==> src/rtl/edo_ctrl_regs.svh <==
// Timing constants for the EDO DRAM controller.
// Assumes a 125 MHz sys_clk; counts derive from nanosecond figures.
`ifndef EDO_CTRL_REGS_SVH
`define EDO_CTRL_REGS_SVH

`define CLK_PERIOD_NS      8
`define WAKE_PAUSE_NS      200000
`define WAKE_PAUSE_CYC     ((`WAKE_PAUSE_NS + `CLK_PERIOD_NS - 1) / `CLK_PERIOD_NS)
`define WAKE_REFRESHES     8
`define REFRESH_ROWS       1024
`define REFRESH_PERIOD_NS  16000000
`define REFRESH_GAP_CYC    ((`REFRESH_PERIOD_NS / `REFRESH_ROWS) / `CLK_PERIOD_NS)
`define RAS_PRECHARGE_NS   40
`define RAS_PRECHARGE_CYC  ((`RAS_PRECHARGE_NS + `CLK_PERIOD_NS - 1) / `CLK_PERIOD_NS)
`define RAS_PULSE_NS       60
`define RAS_PULSE_CYC      ((`RAS_PULSE_NS + `CLK_PERIOD_NS - 1) / `CLK_PERIOD_NS)
`define RAS_CAS_NS         20
`define RAS_CAS_CYC        ((`RAS_CAS_NS + `CLK_PERIOD_NS - 1) / `CLK_PERIOD_NS)
`define CAS_PULSE_NS       30
`define CAS_PULSE_CYC      ((`CAS_PULSE_NS + `CLK_PERIOD_NS - 1) / `CLK_PERIOD_NS)
`define CAS_PRECHARGE_NS   10
`define CAS_PRECHARGE_CYC  ((`CAS_PRECHARGE_NS + `CLK_PERIOD_NS - 1) / `CLK_PERIOD_NS)
`define FIFO_DEPTH         8

`endif

==> src/rtl/edo_ctrl_pkg.sv <==
// Types for the EDO DRAM controller.
// Assumes the timing header is compiled alongside.
package edo_ctrl_pkg;
	typedef enum logic [3:0]
	{
		ST_WAKE_PAUSE = 4'h0,
		ST_IDLE       = 4'h1,
		ST_ROW_OPEN   = 4'h3,
		ST_COL_LOW    = 4'h2,
		ST_COL_HIGH   = 4'h6,
		ST_PRECHARGE  = 4'h7,
		ST_REF_CAS    = 4'h5,
		ST_REF_RAS    = 4'h4,
		ST_REF_END    = 4'hc
	} ctrl_state_t;
endpackage

==> src/rtl/edo_dram_ctrl.sv <==
// Host-side controller for a 1M x 16 EDO page-mode DRAM.
// Assumes the DRAM pins are wired directly; the bench resolves the data bus.
`include "edo_ctrl_regs.svh"
`timescale 1ns/10ps
`default_nettype none

// What this block does
// - Wait 200 us after reset, then run eight refreshes before accepting requests.
// - If refresh falls overdue, rerun the eight-refresh wake-up sequence.
// - Each new row starts after both strobes are high for precharge, clearing old output; same-row accesses go straight to the column strobe.
// - Output enable is driven actively, never tied low.
// - Write command is the falling edge of the write strobe.
// - Output enable stays high during writes so memory outputs stay open.
// - Issue 1,024 refreshes every 16 ms.
module edo_dram_ctrl
	import edo_ctrl_pkg::*;
(
	// Clock and reset
	input  wire logic        sys_clk,
	input  wire logic        rst,
	// Request port: one word per request, page kept open for same row
	input  wire logic        req_valid,
	output logic             req_ready,
	input  wire logic        req_write,
	input  wire logic [19:0] req_addr,
	input  wire logic [1:0]  req_byte_en,
	input  wire logic [15:0] req_wdata,
	// Read data, buffered
	output logic             rd_valid,
	input  wire logic        rd_ready,
	output logic      [15:0] rd_data,
	// Status
	output logic             mem_ready,
	// DRAM pins
	output logic      [9:0]  dram_addr,
	output logic             row_strobe_n,
	output logic             low_byte_column_strobe_n,
	output logic             high_byte_column_strobe_n,
	output logic             write_strobe_n,
	output logic             output_enable_n,
	input  wire logic [15:0] dram_dq_in,
	output logic      [15:0] dram_dq_out,
	output logic      [15:0] dram_dq_oe
);
	localparam int CW = 16;
	localparam logic [CW-1:0] PAUSE_CYC  = CW'(`WAKE_PAUSE_CYC);
	localparam logic [CW-1:0] GAP_CYC    = CW'(`REFRESH_GAP_CYC);
	localparam logic [3:0]    RP_CYC     = 4'(`RAS_PRECHARGE_CYC);
	localparam logic [3:0]    RAS_CYC    = 4'(`RAS_PULSE_CYC);
	localparam logic [3:0]    RCD_CYC    = 4'(`RAS_CAS_CYC);
	localparam logic [3:0]    CAS_CYC    = 4'(`CAS_PULSE_CYC);
	localparam logic [3:0]    CP_CYC     = 4'(`CAS_PRECHARGE_CYC);
	localparam logic [3:0]    WAKE_COUNT = 4'(`WAKE_REFRESHES);

	// ******************************************************************
	// Pin input synchroniser and read buffer
	// ******************************************************************
	logic [15:0] dq_sync1;
	logic [15:0] dq_sync2;
	logic        fifo_in_ready;
	logic        fifo_push;

	always_ff @(posedge sys_clk or posedge rst)
	begin
		if (rst)
		begin
			dq_sync1 <= 16'h0000;
			dq_sync2 <= 16'h0000;
		end
		else
		begin
			dq_sync1 <= dram_dq_in;
			dq_sync2 <= dq_sync1;
		end
	end

	edo_fifo #(.WIDTH(16), .DEPTH(`FIFO_DEPTH)) read_buffer
	(
		.sys_clk   (sys_clk),
		.rst       (rst),
		.in_valid  (fifo_push),
		.in_ready  (fifo_in_ready),
		.in_data   (dq_sync2),
		.out_valid (rd_valid),
		.out_ready (rd_ready),
		.out_data  (rd_data)
	);

	// ******************************************************************
	// Sequencer
	// ******************************************************************
	ctrl_state_t state;
	ctrl_state_t next_state;
	logic [CW-1:0] timer;
	logic [CW-1:0] next_timer;
	logic [CW-1:0] ref_timer;
	logic [CW-1:0] next_ref_timer;
	logic [3:0]    wake_left;
	logic [3:0]    next_wake_left;
	logic [9:0]    open_row;
	logic [9:0]    next_open_row;
	logic [19:0]   cur_addr;
	logic [19:0]   next_cur_addr;
	logic [15:0]   cur_wdata;
	logic [15:0]   next_cur_wdata;
	logic [1:0]    cur_be;
	logic [1:0]    next_cur_be;
	logic          cur_write;
	logic          next_cur_write;
	logic          ref_due;
	logic          next_ref_due;
	logic          ref_late;
	logic          ready;
	logic          next_ready;
	logic [9:0]    next_dram_addr;
	logic          next_ras_n;
	logic          next_low_byte_column_strobe_n_n;
	logic          next_high_byte_column_strobe_n_n;
	logic          next_we_n;
	logic          next_oe_n;
	logic [15:0]   next_dq_out;
	logic [15:0]   next_dq_oe;
	logic          take;

	// A new word is taken only in idle or with the row open, and with room to buffer a read
	assign req_ready = (state == ST_ROW_OPEN || state == ST_IDLE) && ready && !ref_due
		&& fifo_in_ready && timer == '0;
	assign take      = req_valid && req_ready;
	assign mem_ready = ready;
	// Read pushed the cycle after the column strobe rises, taking pins from two cycles earlier through the synchroniser
	assign fifo_push = state == ST_COL_HIGH && !cur_write && timer == CP_CYC - 4'd1;

	always_comb
	begin
		next_state      = state;
		next_timer      = (timer != '0) ? timer - 1'b1 : timer;
		next_ref_timer  = (ref_timer > CW'(1)) ? ref_timer - 1'b1 : GAP_CYC;
		next_wake_left  = wake_left;
		next_open_row   = open_row;
		next_cur_addr   = cur_addr;
		next_cur_wdata  = cur_wdata;
		next_cur_be     = cur_be;
		next_cur_write  = cur_write;
		next_ref_due    = ref_due || ref_timer == CW'(1);
		next_ready      = ready;
		next_dram_addr  = dram_addr;
		next_ras_n      = row_strobe_n;
		next_low_byte_column_strobe_n_n     = low_byte_column_strobe_n;
		next_high_byte_column_strobe_n_n     = high_byte_column_strobe_n;
		next_we_n       = write_strobe_n;
		next_oe_n       = output_enable_n;
		next_dq_out     = dram_dq_out;
		next_dq_oe      = dram_dq_oe;
		ref_late        = ref_due && ref_timer == CW'(1);
		// Second interval elapsed with refresh still pending: data not trusted
		if (ref_late && ready)
		begin
			next_ready     = 1'b0;
			next_wake_left = WAKE_COUNT;
		end
		unique case (state)
			ST_WAKE_PAUSE:
				if (timer == '0)
				begin
					next_state = ST_PRECHARGE;
					next_timer = CW'(RP_CYC);
				end
			ST_IDLE, ST_ROW_OPEN:
				if (timer == '0)
				begin
					if (ref_due || !ready)
					begin
						// Close any open page before refreshing
						next_ras_n = 1'b1;
						next_state = ST_PRECHARGE;
						next_timer = CW'(RP_CYC);
					end
					else if (take)
					begin
						next_cur_addr  = req_addr;
						next_cur_wdata = req_wdata;
						next_cur_be    = req_byte_en;
						next_cur_write = req_write;
						if (state == ST_ROW_OPEN && req_addr[19:10] == open_row)
						begin
							next_dram_addr = req_addr[9:0];
							next_state     = ST_COL_LOW;
							next_timer     = '0;
						end
						else if (state == ST_ROW_OPEN)
						begin
							next_ras_n = 1'b1;
							next_state = ST_PRECHARGE;
							next_timer = CW'(RP_CYC);
						end
						else
						begin
							// Row address set up one cycle ahead of the strobe
							next_dram_addr = req_addr[19:10];
							next_open_row  = req_addr[19:10];
							next_state     = ST_ROW_OPEN;
							next_timer     = CW'(RCD_CYC);
						end
					end
				end
				else if (state == ST_ROW_OPEN && timer == CW'(1))
				begin
					next_dram_addr = cur_addr[9:0];
					next_state     = ST_COL_LOW;
				end
			ST_PRECHARGE:
			begin
				// Both strobes high for the full precharge clears stale output
				next_ras_n  = 1'b1;
				next_low_byte_column_strobe_n_n = 1'b1;
				next_high_byte_column_strobe_n_n = 1'b1;
				next_oe_n   = 1'b1;
				next_we_n   = 1'b1;
				next_dq_oe  = 16'h0000;
				if (timer == '0)
				begin
					if (ref_due || !ready)
					begin
						// Column-first refresh: address and enables ignored
						next_low_byte_column_strobe_n_n = 1'b0;
						next_high_byte_column_strobe_n_n = 1'b0;
						next_state  = ST_REF_CAS;
						next_timer  = CW'(1);
					end
					else if (cur_addr[19:10] != open_row && ready && row_strobe_n)
					begin
						next_dram_addr = cur_addr[19:10];
						next_open_row  = cur_addr[19:10];
						next_state     = ST_ROW_OPEN;
						next_timer     = CW'(RCD_CYC);
					end
					else
						next_state = ST_IDLE;
				end
			end
			ST_REF_CAS:
				if (timer == '0)
				begin
					next_ras_n = 1'b0;
					next_state = ST_REF_RAS;
					next_timer = CW'(RAS_CYC);
				end
			ST_REF_RAS:
				if (timer == '0)
				begin
					next_ras_n  = 1'b1;
					next_low_byte_column_strobe_n_n = 1'b1;
					next_high_byte_column_strobe_n_n = 1'b1;
					next_state  = ST_REF_END;
					next_timer  = CW'(RP_CYC);
				end
			ST_REF_END:
				if (timer == '0)
				begin
					next_ref_due   = 1'b0;
					next_ref_timer = GAP_CYC;
					if (!ready)
					begin
						next_wake_left = wake_left - 4'd1;
						if (wake_left == 4'd1)
							next_ready = 1'b1;
					end
					next_state    = ST_IDLE;
					next_open_row = ~cur_addr[19:10];
				end
			ST_COL_LOW:
			begin
				// Row strobe already low here; it fell one cycle after the row address was set
				next_ras_n = 1'b0;
				next_low_byte_column_strobe_n_n = !cur_be[0];
				next_high_byte_column_strobe_n_n = !cur_be[1];
				if (cur_write)
				begin
					// Early write: write strobe low with the column strobe
					next_we_n   = 1'b0;
					next_oe_n   = 1'b1;
					next_dq_out = cur_wdata;
					next_dq_oe  = {{8{cur_be[1]}}, {8{cur_be[0]}}};
				end
				else
				begin
					next_we_n  = 1'b1;
					next_oe_n  = 1'b0;
					next_dq_oe = 16'h0000;
				end
				next_state = ST_COL_HIGH;
				next_timer = CW'(CAS_CYC) + CW'(CP_CYC);
			end
			ST_COL_HIGH:
				if (timer == CW'(CP_CYC))
				begin
					next_low_byte_column_strobe_n_n = 1'b1;
					next_high_byte_column_strobe_n_n = 1'b1;
					next_we_n   = 1'b1;
					next_oe_n   = 1'b1;
					next_dq_oe  = 16'h0000;
				end
				else if (timer == '0)
					next_state = ST_ROW_OPEN;
			default:
				next_state = ST_WAKE_PAUSE;
		endcase
		if (state == ST_ROW_OPEN && row_strobe_n && timer == CW'(RCD_CYC))
			next_ras_n = 1'b0;
	end

	always_ff @(posedge sys_clk or posedge rst)
	begin
		if (rst)
		begin
			state                     <= ST_WAKE_PAUSE;
			timer                     <= PAUSE_CYC;
			ref_timer                 <= GAP_CYC;
			wake_left                 <= WAKE_COUNT;
			open_row                  <= 10'h000;
			cur_addr                  <= 20'h00000;
			cur_wdata                 <= 16'h0000;
			cur_be                    <= 2'h0;
			cur_write                 <= 1'b0;
			ref_due                   <= 1'b0;
			ready                     <= 1'b0;
			dram_addr                 <= 10'h000;
			row_strobe_n              <= 1'b1;
			low_byte_column_strobe_n  <= 1'b1;
			high_byte_column_strobe_n <= 1'b1;
			write_strobe_n            <= 1'b1;
			output_enable_n           <= 1'b1;
			dram_dq_out               <= 16'h0000;
			dram_dq_oe                <= 16'h0000;
		end
		else
		begin
			state                     <= next_state;
			timer                     <= next_timer;
			ref_timer                 <= next_ref_timer;
			wake_left                 <= next_wake_left;
			open_row                  <= next_open_row;
			cur_addr                  <= next_cur_addr;
			cur_wdata                 <= next_cur_wdata;
			cur_be                    <= next_cur_be;
			cur_write                 <= next_cur_write;
			ref_due                   <= next_ref_due;
			ready                     <= next_ready;
			dram_addr                 <= next_dram_addr;
			row_strobe_n              <= next_ras_n;
			low_byte_column_strobe_n  <= next_low_byte_column_strobe_n_n;
			high_byte_column_strobe_n <= next_high_byte_column_strobe_n_n;
			write_strobe_n            <= next_we_n;
			output_enable_n           <= next_oe_n;
			dram_dq_out               <= next_dq_out;
			dram_dq_oe                <= next_dq_oe;
		end
	end
endmodule
`default_nettype wire

==> src/rtl/edo_fifo.sv <==
// Small flip-flop FIFO with valid/ready on both sides.
// Assumes a single clock and an active-high asynchronous reset.
`timescale 1ns/10ps
`default_nettype none
module edo_fifo
#(
	parameter int WIDTH = 16,
	parameter int DEPTH = 8
)
(
	// Clock and reset
	input  wire logic             sys_clk,
	input  wire logic             rst,
	// Fill side
	input  wire logic             in_valid,
	output logic                  in_ready,
	input  wire logic [WIDTH-1:0] in_data,
	// Drain side
	output logic                  out_valid,
	input  wire logic             out_ready,
	output logic      [WIDTH-1:0] out_data
);
	localparam int AW = $clog2(DEPTH);
	logic [WIDTH-1:0] mem [DEPTH];
	logic [AW-1:0]    wr_ptr;
	logic [AW-1:0]    rd_ptr;
	logic [AW:0]      count;
	logic [AW-1:0]    next_wr_ptr;
	logic [AW-1:0]    next_rd_ptr;
	logic [AW:0]      next_count;
	logic             push;
	logic             pop;

	assign in_ready  = (count != DEPTH[AW:0]);
	assign out_valid = (count != '0);
	assign out_data  = mem[rd_ptr];

	always_comb
	begin
		push        = in_valid && in_ready;
		pop         = out_valid && out_ready;
		next_wr_ptr = push ? wr_ptr + 1'b1 : wr_ptr;
		next_rd_ptr = pop ? rd_ptr + 1'b1 : rd_ptr;
		next_count  = count + {{AW{1'b0}}, push} - {{AW{1'b0}}, pop};
	end

	always_ff @(posedge sys_clk or posedge rst)
	begin
		if (rst)
		begin
			wr_ptr <= '0;
			rd_ptr <= '0;
			count  <= '0;
		end
		else
		begin
			wr_ptr <= next_wr_ptr;
			rd_ptr <= next_rd_ptr;
			count  <= next_count;
		end
	end

	// Storage is not reset; only words counted as valid are ever read
	always_ff @(posedge sys_clk)
	begin
		if (push)
			mem[wr_ptr] <= in_data;
	end
endmodule
`default_nettype wire

==> config.mk <==
export PLATFORM = sky130hd
export DESIGN_NAME = edo_dram_ctrl
export DESIGN_NICKNAME = d
export VERILOG_FILES = /design/src/rtl/edo_ctrl_pkg.sv /design/src/rtl/edo_dram_ctrl.sv /design/src/rtl/edo_fifo.sv
export VERILOG_INCLUDE_DIRS = /design/src /design/src/rtl
export SDC_FILE = /design/constraint.sdc
export NUM_CORES = 1
export LEC_CHECK = 0
export BUFFER_PORTS_ARGS = -buffer_cell sky130_fd_sc_hd__buf_2
export CORE_UTILIZATION = 64
export CTS_CLUSTER_DIAMETER = 60
export DETAILED_ROUTE_END_ITERATION = 8
export PLACE_DENSITY = 0.87
export RECOVER_POWER = 25
export SYNTH_ARGS = -nofsm -noshare
export SYNTH_HDL_FRONTEND = slang
export SYNTH_HIERARCHICAL = 1
export SYNTH_SLANG_ARGS = --single-unit
==> constraint.sdc <==
create_clock -name sys_clk -period 11.85 [get_ports sys_clk]
set_clock_uncertainty 0.2 [all_clocks]
set_input_delay 2.37 -clock sys_clk [delete_from_list [all_inputs] [get_ports sys_clk]]
set_output_delay 2.37 -clock sys_clk [all_outputs]
set_load 0.02 [all_outputs]
==> metrics.txt <==
run status=finished, final reports clean; final WL=30,770 um; Clock Path Buffers=3; Mapped Cells=slightly above 1,000; Synth area leader=edfxtp_1; count leader, synth=nand2_1; fin crit share=0.4746; DRT antenna net count=0; initial DRC count=between 800 and 900; DR WL/cell=approximately 22 um; number of max-cap violations=0; Max Clock Freq=roughly 0.18 GHz; CTS H-tree lvls=1; CTS Hold Buffers Added=0; gpl congestion=between 0.9 and 1; worst-path maximum fanout=18; Hold Path Sink=dq_sync2[8]; Starting Density=0.6624; final hold slack=between 0.15 and 0.2 ns; critical path launch point=timer[0]; delay-heaviest family, CP=simple AND/OR/NAND/NOR gates; crit path capture type=output pin; clk_lat worst skew=~0.54 ns; sequential share of the synthesized area=0.6141; Leakage Power=around 6.3 nW; row cnt=51; vias in the first global route=~8,600; VDD IR-drop max=roughly 0.00011 V; DR pass1 iterations=5; Power Density=about 160 nW/um^2; DR vias/cell=6.183; Post-synth EDFFs=between 100 and 150; grt ovf=0; hold path depth=0; area share of the largest cell type after synthesis=0.2943; synth unique cells=68; clk sinks=294; share of cells above drive strength 1=0.2157; R2R setup slack=~7.7 ns; Post-CTS Resized=0; critical path depth in cells=7; mean post-synth cell area=12.67 um^2; slowest stage cell, crit path=dfrtp_1; I/O Pins=125; Inserted Clock Buffers=28; Most used DFF post-synth=dfrtp_1; core box area=~20,000 um^2; GRT Overall Usage=0.3058; Die Area=around 21,000 um^2; Root Driver=clkbuf_16; synthesized area=roughly 13,000 um^2; Critical Path RT=9.28 ns; number of diodes=0; worst reg2reg path depth=9; clk slew on worst S/H paths=roughly 0.070 ns; Port-buffer cells=124; Vias=8,804; fin util=0.7473; Pwr Total=around 2.4 mW; Startpoint Class=register; CP Buf/Inv Count=3; Slew @ Worst Pin=about 1.1 ns; CP peak stage delay=about 0.45 ns; Post-CTS Setup Inserts=0; Hold Startpoint=dq_sync1[8]; reg2reg start=timer[0]; Die Y=144.9 um; fin nets=approximately 1,200; worst hold-check path type=reg -> reg; Slew Limit Fails=0; Slew HR=0.2591; final-report setup violation count=0; initial antenna violation count=0; detailed placement HPWL=between 15,000 and 20,000 um; Die W=about 140 um; RSZ-0062 raised after global routing=false; Tmin final=between 5 and 6 ns; CTS tree=done; Reg-to-Reg End=timer[12]; first-pass GRT wire length=47,910 um; crit-path cells=inv_1 > ha_1 > nor4b_1 > and4_1 > inv_1 > nor2_1 > buf_2; CP dominant cell by count=inv_1; FFs w/ async S/R, synth=0.5646; Final Hold Fails=0; largest net degree at the start of global routing=86; area grow syn2layout=12.82%; post-synthesis register bit count=294; CP Class=reg -> out; Ys Warns=6; data arrival time of the critical path=roughly 3.1 ns; setup TNS=0 ns; commonest cells in the netlist=163 x nand2_1, 148 x dfrtp_1, 128 x edfxtp_1, 83 x nor2_1; synth top area cells=edfxtp_1 29%, dfrtp_1 28%, mux4_1 5.6%; drc violations=0; Synth Net Count=roughly 1,100
==> cell usage in the layout (no fill, tap or decap), types with 4 or more instances in the layout <==
cell type | synthesis | routed
o21ai_0 | 37 | 37
nand2_1 | 163 | 163
clkinv_1 | 1 | 5
a21o_1 | 6 | 6
clkbuf_16 | 0 | 29
edfxtp_1 | 128 | 128
buf_4 | 16 | 14
ha_1 | 19 | 19
nand3_1 | 19 | 19
clkbuf_1 | 28 | 10
and3_1 | 7 | 7
or3_1 | 5 | 5
nand2b_1 | 7 | 7
nor4_1 | 21 | 21
buf_2 | 10 | 120
a221oi_1 | 18 | 18
inv_1 | 30 | 29
o211ai_1 | 4 | 4
mux4_2 | 4 | 4
dfstp_2 | 18 | 18
xnor2_1 | 32 | 32
o22ai_1 | 4 | 4
clkinv_2 | 0 | 7
a21oi_1 | 27 | 27
mux2_2 | 37 | 37
nor2_1 | 83 | 83
nor3_1 | 19 | 16
a31oi_1 | 8 | 8
xor2_1 | 18 | 18
mux4_1 | 28 | 28
mux2i_1 | 10 | 10
dfrtp_1 | 148 | 148
a211oi_1 | 6 | 6
nand4_1 | 7 | 7
nor2b_1 | 7 | 7
==> logic make-up after synthesis <==
| kind of cell | share of synthesized area |
|---|---|
| xor+xnor | 0.03353 |
| flops | 0.6141 |
| compound gates | 0.06467 |
| buf+inv | 0.03468 |
| simple gates | 0.1296 |
| fa+ha+maj | 0.01974 |
| mux | 0.1037 |
==> power by group <==
group          switching, mW  leakage, nW  internal, mW  total [mW]
registers             0.0378         3.20          1.08        1.12
clock network          0.371        0.454         0.510       0.881
logic                  0.204         2.63         0.190       0.395
total                  0.613         6.29          1.78        2.40
==> sequential cells by signal, indices dropped and copies added (netlist names), 10 cells and up <==
name	cells
cur_addr	20
dram_dq_out	16
read_buffer/mem	128
dq_sync1	16
open_row	10
ref_timer	16
dram_addr	10
timer	16
dq_sync2	16
cur_wdata	16
==> worst max-delay path by stage <==
stage | slack, ns | end
floorplan | 5.10 | cur_addr[0]
finish | 6.23 | req_ready
global placement | 6.89 | dram_addr[9]
global route | 6.08 | req_ready
CTS | 6.31 | req_ready
detailed placement | 6.81 | dram_addr[9]
==> final cells by class <==
class,count,area (um^2)
clock buffer,38,789.5
clock inverter,14,121.4
fill,1212,4984
inverter,31,121.4
multi-input combinational,644,4629
sequential,294,8020
tap,265,331.6
timing repair buffer,138,720.7
==> per-stage QoR <==
stage | std cells | area, um^2 | setup slack, ns
CTS | 1424 | 14740 | 6.305
global route | 1424 | 14730 | 6.082
floorplan | 1031 | 13060 | 5.103
global placement | 1372 | 13830 | 6.892
finish | 1424 | 14730 | 6.226
detailed placement | 1372 | 13830 | 6.808
==> layer usage <==
layer,vias to the layer above,global-route usage,part of all wire
met5,-,0,0
met4,0,0.09363,0.028
met3,71,0.03587,0.067
met2,447,0.5501,0.52
met1,4342,0.3895,0.39
li1,3944,-,-
No activity file was read; power rests on OpenSTA's default activity.
